## src/rtl/omc_pkg.sv

```systemverilog
// package of constants and types for the operating-mode controller
package omc_pkg;
    // ************************************************************
    // modes and codes
    // ************************************************************
    typedef enum logic [2:0] {
        OMC_INIT,
        OMC_NORMAL,
        OMC_STOP,
        OMC_SLEEP,
        OMC_RESTART,
        OMC_FAILSAFE
    } omc_mode_type;

    // mode field codes as written by the host
    localparam logic [1:0] MODE_NORMAL = 2'h0;
    localparam logic [1:0] MODE_SLEEP  = 2'h1;
    localparam logic [1:0] MODE_STOP   = 2'h2;
    localparam logic [1:0] MODE_RESET  = 2'h3;

    localparam logic [1:0] MODE_FIELD_RST = 2'h0;

    // ************************************************************
    // timing
    // ************************************************************
    localparam int CLK_MHZ           = 125;
    localparam int RESET_DELAY_US    = 10;
    localparam int RESET_DELAY_CYC   = RESET_DELAY_US * CLK_MHZ;
    localparam int DLY_W             = 12;
endpackage

```

## src/rtl/omc_ctrl.sv

```systemverilog
// operating-mode state machine of the system basis chip
// Notes on behaviour
// - power-up or soft reset enters init
// - normal is home; stop keeps rail on
// - sleep switches the main rail off
// - wake in sleep or failsafe restarts
// - watchdog or undervoltage failure in normal or stop restarts
// - restart holds host in reset
// - after cleared failure plus delay, normal
// - thermal or rail short in normal, stop, sleep or restart enters failsafe
// - failsafe ends on wake without overtemperature
// - test pin low in init: development
// - development halts watchdog, all modes reachable
// - host configures over 16-bit spi
// - restart clears the mode field
// - any command in init goes normal, failsafe under overtemperature
// - wakes in init are discarded
// - stop to sleep: spi fail, restart
`timescale 1ns/1ns
`default_nettype none
module omc_ctrl
    import omc_pkg::*;
(
    input  wire logic       ref_clk,       // system clock
    input  wire logic       srst,          // sync reset, high
    input  wire logic       clk_en,        // freezes state when low
    input  wire logic       soft_rst,      // soft reset command pulse
    input  wire logic       cmd_valid,     // spi frame decoded, pulse
    input  wire logic       cmd_is_mode,   // frame writes mode field
    input  wire logic [1:0] cmd_mode,      // requested mode code
    input  wire logic       wake_pin,      // wake event, async level
    input  wire logic       test_pin,      // test pin, async, low=dev
    input  wire logic       wd_fail,       // watchdog failure pulse
    input  wire logic       rail_uv,       // main rail undervoltage
    input  wire logic       rail_short,    // main rail short to ground
    input  wire logic       thermal_shutdown_level_two, // overtemp
    output logic [2:0]      mode_state,    // current mode
    output logic [1:0]      mode_field,    // readable mode field
    output logic            main_supply_rail, // rail enable
    output logic            host_rst_n,    // host reset, active low
    output logic            dev_mode,      // development mode
    output logic            wd_halt,       // watchdog counter halted
    output logic            spi_fail,      // illegal request flag
    output logic            wake_seen      // wake acted on, pulse
);
    // ************************************************************
    // input synchronisers
    // ************************************************************
    logic [1:0] wk_sync_ff, nxt_wk_sync;
    logic [1:0] tst_sync_ff, nxt_tst_sync;

    always_comb
    begin
        nxt_wk_sync  = {wk_sync_ff[0], wake_pin};
        nxt_tst_sync = {tst_sync_ff[0], test_pin};
    end

    always_ff @(posedge ref_clk)
    begin
        if (srst)
        begin
            wk_sync_ff  <= 2'h0;
            tst_sync_ff <= 2'h3;
        end
        else if (clk_en)
        begin
            wk_sync_ff  <= nxt_wk_sync;
            tst_sync_ff <= nxt_tst_sync;
        end
    end

    logic wake, test_low;
    assign wake     = wk_sync_ff[1];
    assign test_low = ~tst_sync_ff[1];

    // ************************************************************
    // mode machine
    // ************************************************************
    omc_mode_type    state_ff, nxt_state;
    logic [1:0]      field_ff, nxt_field;
    logic [DLY_W-1:0] dly_ff,  nxt_dly;
    logic            dev_ff,   nxt_dev;
    logic            fail_ff,  nxt_fail;
    logic            wseen_ff, nxt_wseen;
    logic            failure;

    // failure that must hold restart until it clears
    assign failure = rail_uv;

    always_comb
    begin
        nxt_state = state_ff;
        nxt_field = field_ff;
        nxt_dly   = dly_ff;
        nxt_dev   = dev_ff;
        nxt_fail  = fail_ff;
        nxt_wseen = 1'b0;
        if (cmd_valid && cmd_is_mode && cmd_mode == MODE_RESET)
            nxt_field = field_ff;
        else if (cmd_valid && cmd_is_mode)
            nxt_field = cmd_mode;
        unique case (state_ff)
            OMC_INIT:
            begin
                if (test_low)
                    nxt_dev = 1'b1;
                if (cmd_valid)
                begin
                    nxt_state = OMC_NORMAL;
                    nxt_field = MODE_NORMAL;
                end
                // wakes are simply not looked at here
            end
            OMC_NORMAL:
            begin
                if (cmd_valid && cmd_is_mode)
                begin
                    if (cmd_mode == MODE_STOP)
                        nxt_state = OMC_STOP;
                    else if (cmd_mode == MODE_SLEEP)
                        nxt_state = OMC_SLEEP;
                end
            end
            OMC_STOP:
            begin
                if (cmd_valid && cmd_is_mode)
                begin
                    if (cmd_mode == MODE_NORMAL)
                        nxt_state = OMC_NORMAL;
                    else if (cmd_mode == MODE_SLEEP)
                    begin
                        nxt_fail  = 1'b1;
                        nxt_state = OMC_RESTART;
                    end
                    else if (cmd_mode != MODE_STOP)
                        nxt_fail = 1'b1;
                end
                if (cmd_valid && cmd_is_mode &&
                    cmd_mode != MODE_SLEEP && cmd_mode != MODE_NORMAL)
                    nxt_field = field_ff;
            end
            OMC_SLEEP:
            begin
                if (wake)
                begin
                    nxt_state = OMC_RESTART;
                    nxt_wseen = 1'b1;
                end
                if (cmd_valid)
                begin
                    nxt_fail  = 1'b1;
                    nxt_field = field_ff;
                end
            end
            OMC_RESTART:
            begin
                nxt_field = MODE_FIELD_RST;
                if (failure)
                    nxt_dly = '0;
                else if (dly_ff == DLY_W'(RESET_DELAY_CYC - 1))
                begin
                    nxt_state = OMC_NORMAL;
                    nxt_dly   = '0;
                end
                else
                    nxt_dly = dly_ff + DLY_W'(1);
            end
            OMC_FAILSAFE:
            begin
                nxt_field = MODE_FIELD_RST;
                if (wake && !thermal_shutdown_level_two)
                begin
                    nxt_state = OMC_RESTART;
                    nxt_wseen = 1'b1;
                end
            end
        endcase
        // failures outrank mode requests
        if (state_ff != OMC_INIT && state_ff != OMC_FAILSAFE)
        begin
            if (thermal_shutdown_level_two || rail_short)
            begin
                nxt_state = OMC_FAILSAFE;
                nxt_dly   = '0;
            end
            else if (state_ff != OMC_SLEEP &&
                     state_ff != OMC_RESTART &&
                     ((wd_fail && !dev_ff) || rail_uv))
            begin
                nxt_state = OMC_RESTART;
                nxt_dly   = '0;
            end
        end
        if (state_ff == OMC_INIT && cmd_valid && thermal_shutdown_level_two)
            nxt_state = OMC_FAILSAFE;
        // field must not name a mode the machine is leaving
        if (nxt_state == OMC_RESTART || nxt_state == OMC_FAILSAFE)
            nxt_field = MODE_FIELD_RST;
        if (soft_rst)
        begin
            nxt_state = OMC_INIT;
            nxt_field = MODE_FIELD_RST;
            nxt_dly   = '0;
            nxt_dev   = 1'b0;
        end
        // a fresh failure is latched; only srst clears it, soft reset does not
    end

    always_ff @(posedge ref_clk)
    begin
        if (srst)
        begin
            state_ff <= OMC_INIT;
            field_ff <= MODE_FIELD_RST;
            dly_ff   <= '0;
            dev_ff   <= 1'b0;
            fail_ff  <= 1'b0;
            wseen_ff <= 1'b0;
        end
        else if (clk_en)
        begin
            state_ff <= nxt_state;
            field_ff <= nxt_field;
            dly_ff   <= nxt_dly;
            dev_ff   <= nxt_dev;
            fail_ff  <= nxt_fail;
            wseen_ff <= nxt_wseen;
        end
    end

    // ************************************************************
    // outputs
    // ************************************************************
    assign mode_state       = state_ff;
    assign mode_field       = field_ff;
    assign main_supply_rail = (state_ff != OMC_SLEEP) &&
                              (state_ff != OMC_FAILSAFE);
    // host runs in init so that it can send the first command
    assign host_rst_n       = (state_ff != OMC_RESTART) &&
                              (state_ff != OMC_FAILSAFE) &&
                              (state_ff != OMC_SLEEP);
    assign dev_mode         = dev_ff;
    assign wd_halt          = dev_ff;
    assign spi_fail         = fail_ff;
    assign wake_seen        = wseen_ff;

    // ************************************************************
    // checks
    // ************************************************************
    a_restart_holds_rst: assert property (
        @(posedge ref_clk) disable iff (srst)
        state_ff == OMC_RESTART |-> !host_rst_n)
        else $error("host not held in reset during restart");
    a_sleep_rail_off: assert property (
        @(posedge ref_clk) disable iff (srst)
        state_ff == OMC_SLEEP |-> !main_supply_rail)
        else $error("main rail on in sleep");
    a_stop_rail_on: assert property (
        @(posedge ref_clk) disable iff (srst)
        state_ff == OMC_STOP |-> main_supply_rail)
        else $error("main rail off in stop");
    a_restart_field_zero: assert property (
        @(posedge ref_clk) disable iff (srst)
        clk_en && state_ff == OMC_RESTART && !soft_rst
        |=> field_ff == MODE_FIELD_RST)
        else $error("mode field not cleared in restart");
    a_stop_sleep_fail: assert property (
        @(posedge ref_clk) disable iff (srst)
        clk_en && state_ff == OMC_STOP && cmd_valid && cmd_is_mode &&
        cmd_mode == MODE_SLEEP && !soft_rst |=> spi_fail)
        else $error("stop to sleep did not flag");
    a_init_cmd_normal: assert property (
        @(posedge ref_clk) disable iff (srst)
        clk_en && state_ff == OMC_INIT && cmd_valid && !soft_rst &&
        !thermal_shutdown_level_two |=> state_ff == OMC_NORMAL)
        else $error("command in init did not reach normal");
    a_soft_rst_init: assert property (
        @(posedge ref_clk) disable iff (srst)
        clk_en && soft_rst |=> state_ff == OMC_INIT)
        else $error("soft reset did not enter init");
    a_failsafe_entry: assert property (
        @(posedge ref_clk) disable iff (srst)
        clk_en && !soft_rst && rail_short && state_ff == OMC_NORMAL
        |=> state_ff == OMC_FAILSAFE && !main_supply_rail)
        else $error("rail short did not enter failsafe");
    a_dev_halts_wd: assert property (
        @(posedge ref_clk) disable iff (srst)
        clk_en && dev_mode && wd_fail && state_ff == OMC_NORMAL &&
        !rail_uv |=> state_ff != OMC_RESTART && wd_halt)
        else $error("watchdog failure acted on in development");
    a_sleep_wake_restart: assert property (
        @(posedge ref_clk) disable iff (srst)
        clk_en && !soft_rst && state_ff == OMC_SLEEP && wake &&
        !thermal_shutdown_level_two && !rail_short |=> state_ff == OMC_RESTART)
        else $error("wake in sleep did not restart");
    a_init_wake_ignored: assert property (
        @(posedge ref_clk) disable iff (srst)
        clk_en && state_ff == OMC_INIT && !cmd_valid
        |=> state_ff == OMC_INIT && !wake_seen)
        else $error("wake acted on in init");
    a_failsafe_hot_holds: assert property (
        @(posedge ref_clk) disable iff (srst)
        clk_en && !soft_rst && state_ff == OMC_FAILSAFE &&
        thermal_shutdown_level_two |=> state_ff == OMC_FAILSAFE)
        else $error("failsafe left while overtemperature present");
    a_restart_uv_holds: assert property (
        @(posedge ref_clk) disable iff (srst)
        clk_en && !soft_rst && state_ff == OMC_RESTART && rail_uv &&
        !thermal_shutdown_level_two && !rail_short
        |=> state_ff == OMC_RESTART && dly_ff == '0)
        else $error("restart left while undervoltage present");
    a_wd_fail_restart: assert property (
        @(posedge ref_clk) disable iff (srst)
        clk_en && !soft_rst && state_ff == OMC_NORMAL && wd_fail &&
        !dev_mode && !thermal_shutdown_level_two && !rail_short
        |=> state_ff == OMC_RESTART && field_ff == MODE_FIELD_RST)
        else $error("watchdog failure did not restart");
endmodule
`default_nettype wire

```

## config.mk

```make
export PLATFORM = sky130hd
export DESIGN_NAME = omc_ctrl
export DESIGN_NICKNAME = d
export VERILOG_FILES = /design/src/rtl/omc_pkg.sv /design/src/rtl/omc_ctrl.sv
export SDC_FILE = /design/constraint.sdc
export NUM_CORES = 1
export LEC_CHECK = 0
export BUFFER_PORTS_ARGS = -buffer_cell sky130_fd_sc_hd__buf_2
export CAP_MARGIN = 5
export CORE_UTILIZATION = 50
export CTS_CLUSTER_DIAMETER = 40
export DETAILED_ROUTE_END_ITERATION = 8
export PLACE_DENSITY = 0.8
export SLEW_MARGIN = 20
export SYNTH_ARGS = -nofsm -noshare
export SYNTH_HDL_FRONTEND = slang
export SYNTH_SLANG_ARGS = --single-unit
```

## constraint.sdc

```tcl
create_clock -name ref_clk -period 2.5 [get_ports ref_clk]
set_clock_uncertainty 0.1 [all_clocks]
set_input_delay 0.125 -clock ref_clk [delete_from_list [all_inputs] [get_ports ref_clk]]
set_output_delay 0.125 -clock ref_clk [all_outputs]
set_load 0.01 [all_outputs]
```

Word level (Yosys, flattened, before mapping)
Cells that the tools add are included.

Add/sub/neg operators: 1. $mul: 0. Div/mod/pow operators: 0. Order comparisons: 0. Eq/ne operators: 23. Shift-type cells: 0. Multiplexer cells: 44. Bitwise logic cells: 0. Reduce and logical (&&, ||, !) cells: 29.

Operators with widths (number): two-way mux 12 bit (7); two-way mux 3 bit (16); one-hot mux 3 bit (6 select lines) (1); logical AND 1 bit (14); two-way mux 2 bit (7); adder 12 x 1 -> 12 bit (second input constant) (1); == test 12 x 11 -> 1 bit (second input constant) (1); == test 3 bit (second input constant) (4); two-way mux 1 bit (10); != test 2 bit (second input constant) (5); != test 3 bit (second input constant) (3); != test 4 bit (second input constant) (2); one-hot mux 2 bit (4 select lines) (1); == test 3 x 2 -> 1 bit (second input constant) (2); AND reduction 3 bit (2); AND reduction 6 bit (1); nonzero test 2 bit (3); == test 2 bit (second input constant) (2); one-hot mux 1 bit (2 select lines) (2); == test 3 x 1 -> 1 bit (second input constant) (1); logical NOT 3 bit (1); logical OR 1 bit (3); != test 3 x 2 -> 1 bit (second input constant) (1); nonzero test 3 bit (1); 5 further kinds (6).

Register bits after elaboration: 24. Bits in latches: 0. RAM bits: 0. Memory bits (read-only): 0. Input bits: 14. Output and inout port bits: 11. Word-level logic and storage cells: 105. Memories: 0.

Depth between registers and ports, before layout
Word-level depth: 13. Depth in mapped cells: 11. Mapped depth without buffers: 9.

Worst setup path before layout
Ideal clock, no wire load.

Kind: reg2reg. Start point: register state_ff[1], in the netlist mode_state[1]. End point: register field_ff[1], in the netlist mode_field[1]. Setup time: 0.070 ns. Data arrival time: 2.289 ns. Required time: 2.330 ns. Slack: 0.041 ns. Cell stages (with the launch flop): 11. Buffers on the path: 1. Clock period less this slack: 2.459 ns. Cell sequence: dfxtp_1 -> buf_6 -> inv_1 -> ha_1 -> a21o_1 -> a2111o_1 -> a31o_2 -> a21boi_1 -> nor2_2 -> a31oi_1 -> a21oi_1.

Cells in the longest elaborated chain, start to end: 12. Elaborated cells between the ends (all ways): 41. Those cells by class: eq/ne (12); mux (19); reduce/logical (10).

Ends and longest elaborated chain: start, declared (line omc_ctrl.sv:79) `omc_mode_type state_ff, nxt_state;`; start signal, assigned (line omc_ctrl.sv:222) `state_ff <= nxt_state;`; two-way mux 3 bit (on tied branches) (line omc_ctrl.sv:130, omc_ctrl.sv:120); two-way mux 3 bit (on tied branches) (line omc_ctrl.sv:128, omc_ctrl.sv:118); two-way mux 3 bit (on tied branches) (line omc_ctrl.sv:126, omc_ctrl.sv:116); one-hot mux 3 bit (6 select lines) (line omc_ctrl.sv:102) `unique case (state_ff)`; two-way mux 3 bit (line omc_ctrl.sv:186) `else if (state_ff != OMC_SLEEP &&`; two-way mux 3 bit (line omc_ctrl.sv:181) `if (thermal_shutdown_level_two || rail_short)`; two-way mux 3 bit (line omc_ctrl.sv:179) `if (state_ff != OMC_INIT && state_ff != OMC_FAILSAFE)`; two-way mux 3 bit (line omc_ctrl.sv:194) `if (state_ff == OMC_INIT && cmd_valid && thermal_shutdown_level_two)`; == test 3 bit (line omc_ctrl.sv:197) `if (nxt_state == OMC_RESTART || nxt_state == OMC_FAILSAFE)`; logical OR 1 bit (line omc_ctrl.sv:197); != test 4 bit (no line) / two-way mux 2 bit (equally long branches); AND reduction 3 bit (no line) / two-way mux 2 bit (equally long branches); end signal, assigned (line omc_ctrl.sv:223) `field_ff <= nxt_field;`; end, declared (line omc_ctrl.sv:80) `logic [1:0] field_ff, nxt_field;`.

Parallel ways exist; a longest one is shown, timed or not. A chain may end at the register's enable or synchronous reset.

Final worst setup path
Start point: register state_ff[1], in the netlist mode_state[1]. End point: register field_ff[0], in the netlist mode_field[0].

Same word-level chain as after synthesis.

==> out/results.txt <==
CP arrival = 2.46 ns
Port-buffer cells = 24
pwr dens = 450 nW/um^2
DRC = 0
RSZ-0062 raised after global routing = false
Iteration-0 DRC Markers = 122
ANT cells = 0
H-tree levels = 1
initial antenna violation count = 0
Tightest Hold Check Type = in -> reg
Final Hold Viols = 0
fin nets = 244
Synth cell types = 60
Max-Cap Viols = 0
Setup crit end kind = register
die span in x = 58.6 um
syn nets = 217
setup violators final = 0
Die Area = 3440 sq um
Core Region = 3050 sq um
gr usage total = 0.241
fmax = 0.435 GHz
Detail Route Antenna Nets = 0
leading area contributor after synthesis = dfxtp_1
Area growth syn-to-layout = 15.3%
largest net degree at the start of global routing = 28
fraction of layout cells with a size suffix above 1 = 0.230
Starting Density = 0.525
Lkg Pwr = 0.721 nW
flop and latch count out of synthesis = 24
total number of vias = 1580
io pins = 25
vias in the first global route = 1403
most frequent cells in the layout = 24 x buf_2, 23 x dfxtp_1, 20 x a21oi_1, 20 x nor2_1, 15 x nand2_1
share of Yosys cell area claimed by the top area cell type = 0.300
CTS sink count = 24
synthesized area per cell = 8.01 sq um
ys async rst share = 0
Hold Slack = 0.122 ns
Synth Warn # = 0
TritonCTS clock tree = done
Die H = 58.6 um
Clock Tree Buf Depth = 2
worst-path maximum fanout = 5
Worst-Margin Slew = 0.428 ns
Rows = 20
relative max-transition margin = 0.707
most used flip-flop cell after synthesis = dfxtp_1
TritonCTS Buffers = 3
outcome = finished, final reports clean
clock latency on the worst-skew pair = 0.32 ns
period utilization = 0.919
CTS root buffer = clkbuf_4
CP Data Required Time = 2.67 ns
Synth Cell Area = 1600 sq um
HPWL Detailed = 2750 um
Max Slew Vio Count = 0
VDD IR max = 0.294 mV
Cell Area, Placed = 1760 sq um
total wire length = 3790 um
CP startpoint kind = register
total negative slack = 0 ns
Final Wtd Congestion = 0.847
final instance area = 1850 sq um
Avg WL per Cell = 14.0 um
vias per cell = 5.85
final worst path period need = 2.30 ns
Synth area leaders = dfxtp_1 30%, a21oi_1 6.2%, nor2_1 4.7%, nand2_1 3.5%, a31oi_1 2.3%
total grt overflow = 0
register area share after synthesis = 0.300
Mapped Cells = 200
most common cell after layout, fill and taps aside = buf_2
first-pass GRT wire length = 6420 um
Tot Pwr = 0.832 mW
number of detailed-route iterations in the first pass = 4
clock-pin slew on the worst setup and hold paths = 0.14 ns
number of enable flip-flop cells after synthesis = 0
crit path kind = reg -> reg
==> final cells by class <==
cell class	count	area [sq um]
Multi-Input combinational cell	155	1020
Inverter	9	33.8
Sequential cell	24	482
Tap cell	44	55.1
Clock buffer	3	22.5
Timing Repair Buffer	34	203
Clock inverter	1	30.0
Fill cell	291	1200
==> worst max-delay path, cell delays in order (launching register included) <==
cell	delay (ns)
dfxtp_1	0.38
inv_1	0.07
ha_1	0.34
a21o_1	0.17
a2111o_1	0.38
a31o_2	0.25
a21boi_1	0.14
nor2_2	0.17
a31oi_1	0.12
a21oi_1	0.12
==> per-stage QoR <==
step                 util  setup slack (ns)  cells
floorplan               -            0.0414    200
global placement    0.578             0.242    263
detailed placement  0.578             0.138    263
CTS                 0.605             0.105    270
global route        0.605           0.00433    270
finish              0.605             0.202    270
==> synth_stat cells (2+ instances only) <==
library cell,n
ha_1,3
a21o_1,2
nand2b_1,4
nor4_1,3
o211a_1,2
nor3_1,5
nor2_1,20
clkbuf_1,7
nor2b_1,5
and3_1,3
a31o_2,2
buf_2,2
o21ai_1,6
a31oi_1,6
dfxtp_1,24
a311oi_1,4
or4_1,2
or3_1,3
and4_1,2
o2111ai_1,2
mux2i_1,2
nand3_1,2
o21ai_0,5
a211o_1,2
nand2_1,15
nor3_2,3
a22oi_1,2
a21oi_1,20
or3b_2,2
o211ai_1,2
inv_1,8
buf_6,2
==> kinds of logic (layout without fill, tap and decap cells) <==
logic type,after synthesis,count (layout),share of synthesized area
AOI/OAI and AO/OA,65,65,0.280
xor gates and xnor gates,3,3,0.0211
adders and majority gates,3,3,0.0234
buffers and inverters,21,47,0.0625
DFF,24,24,0.300
muxes,2,2,0.0125
and+or+nand+nor,82,82,0.301
==> power by group <==
group | internal [mW] | switching (mW)
clock network | 0.162 | 0.119
logic | 0.0634 | 0.0913
registers | 0.390 | 0.00615
total | 0.615 | 0.216
==> registers in the layout, indices dropped and copies added (netlist names) <==
signal and flops:
mode_state 3, tst_sync_ff 2, wk_sync_ff 2, dev_mode 1, spi_fail 1, dly_ff 12
mode_field 2, wake_seen 1
==> routing by layer <==
| metal | share of wire | GRT usage | vias to the layer above | wire [um] |
|---|---|---|---|---|
| met4 | 0.011 | 0.0884 | 0 | 42 |
| li1 | - | - | 798 | - |
| met1 | 0.45 | 0.342 | 719 | 1720 |
| met3 | 0.060 | 0.0242 | 5 | 226 |
| met2 | 0.47 | 0.381 | 58 | 1800 |
| met5 | 0 | 0 | - | 0 |
==> timing repair <==
action,4_1_cts,5_1_grt
buffers inserted,0,0
endpoints found under the hold margin,3,0
hold buffers,3,0
gates resized for setup,0,1
setup endpoints to repair,0,2
==> worst paths after layout <==
| path | from | to | slack [ns] | depth (start not counted) |
|---|---|---|---|---|
| min | srst | wk_sync_ff[1] | 0.12 | 2 |
| max reg2reg | mode_state[1] | mode_field[0] | 0.20 | 9 |
| min reg2reg | wake_seen | wake_seen | 0.37 | 2 |
| max | mode_state[1] | mode_field[0] | 0.20 | 9 |
Power figures use the tool's default switching activity.
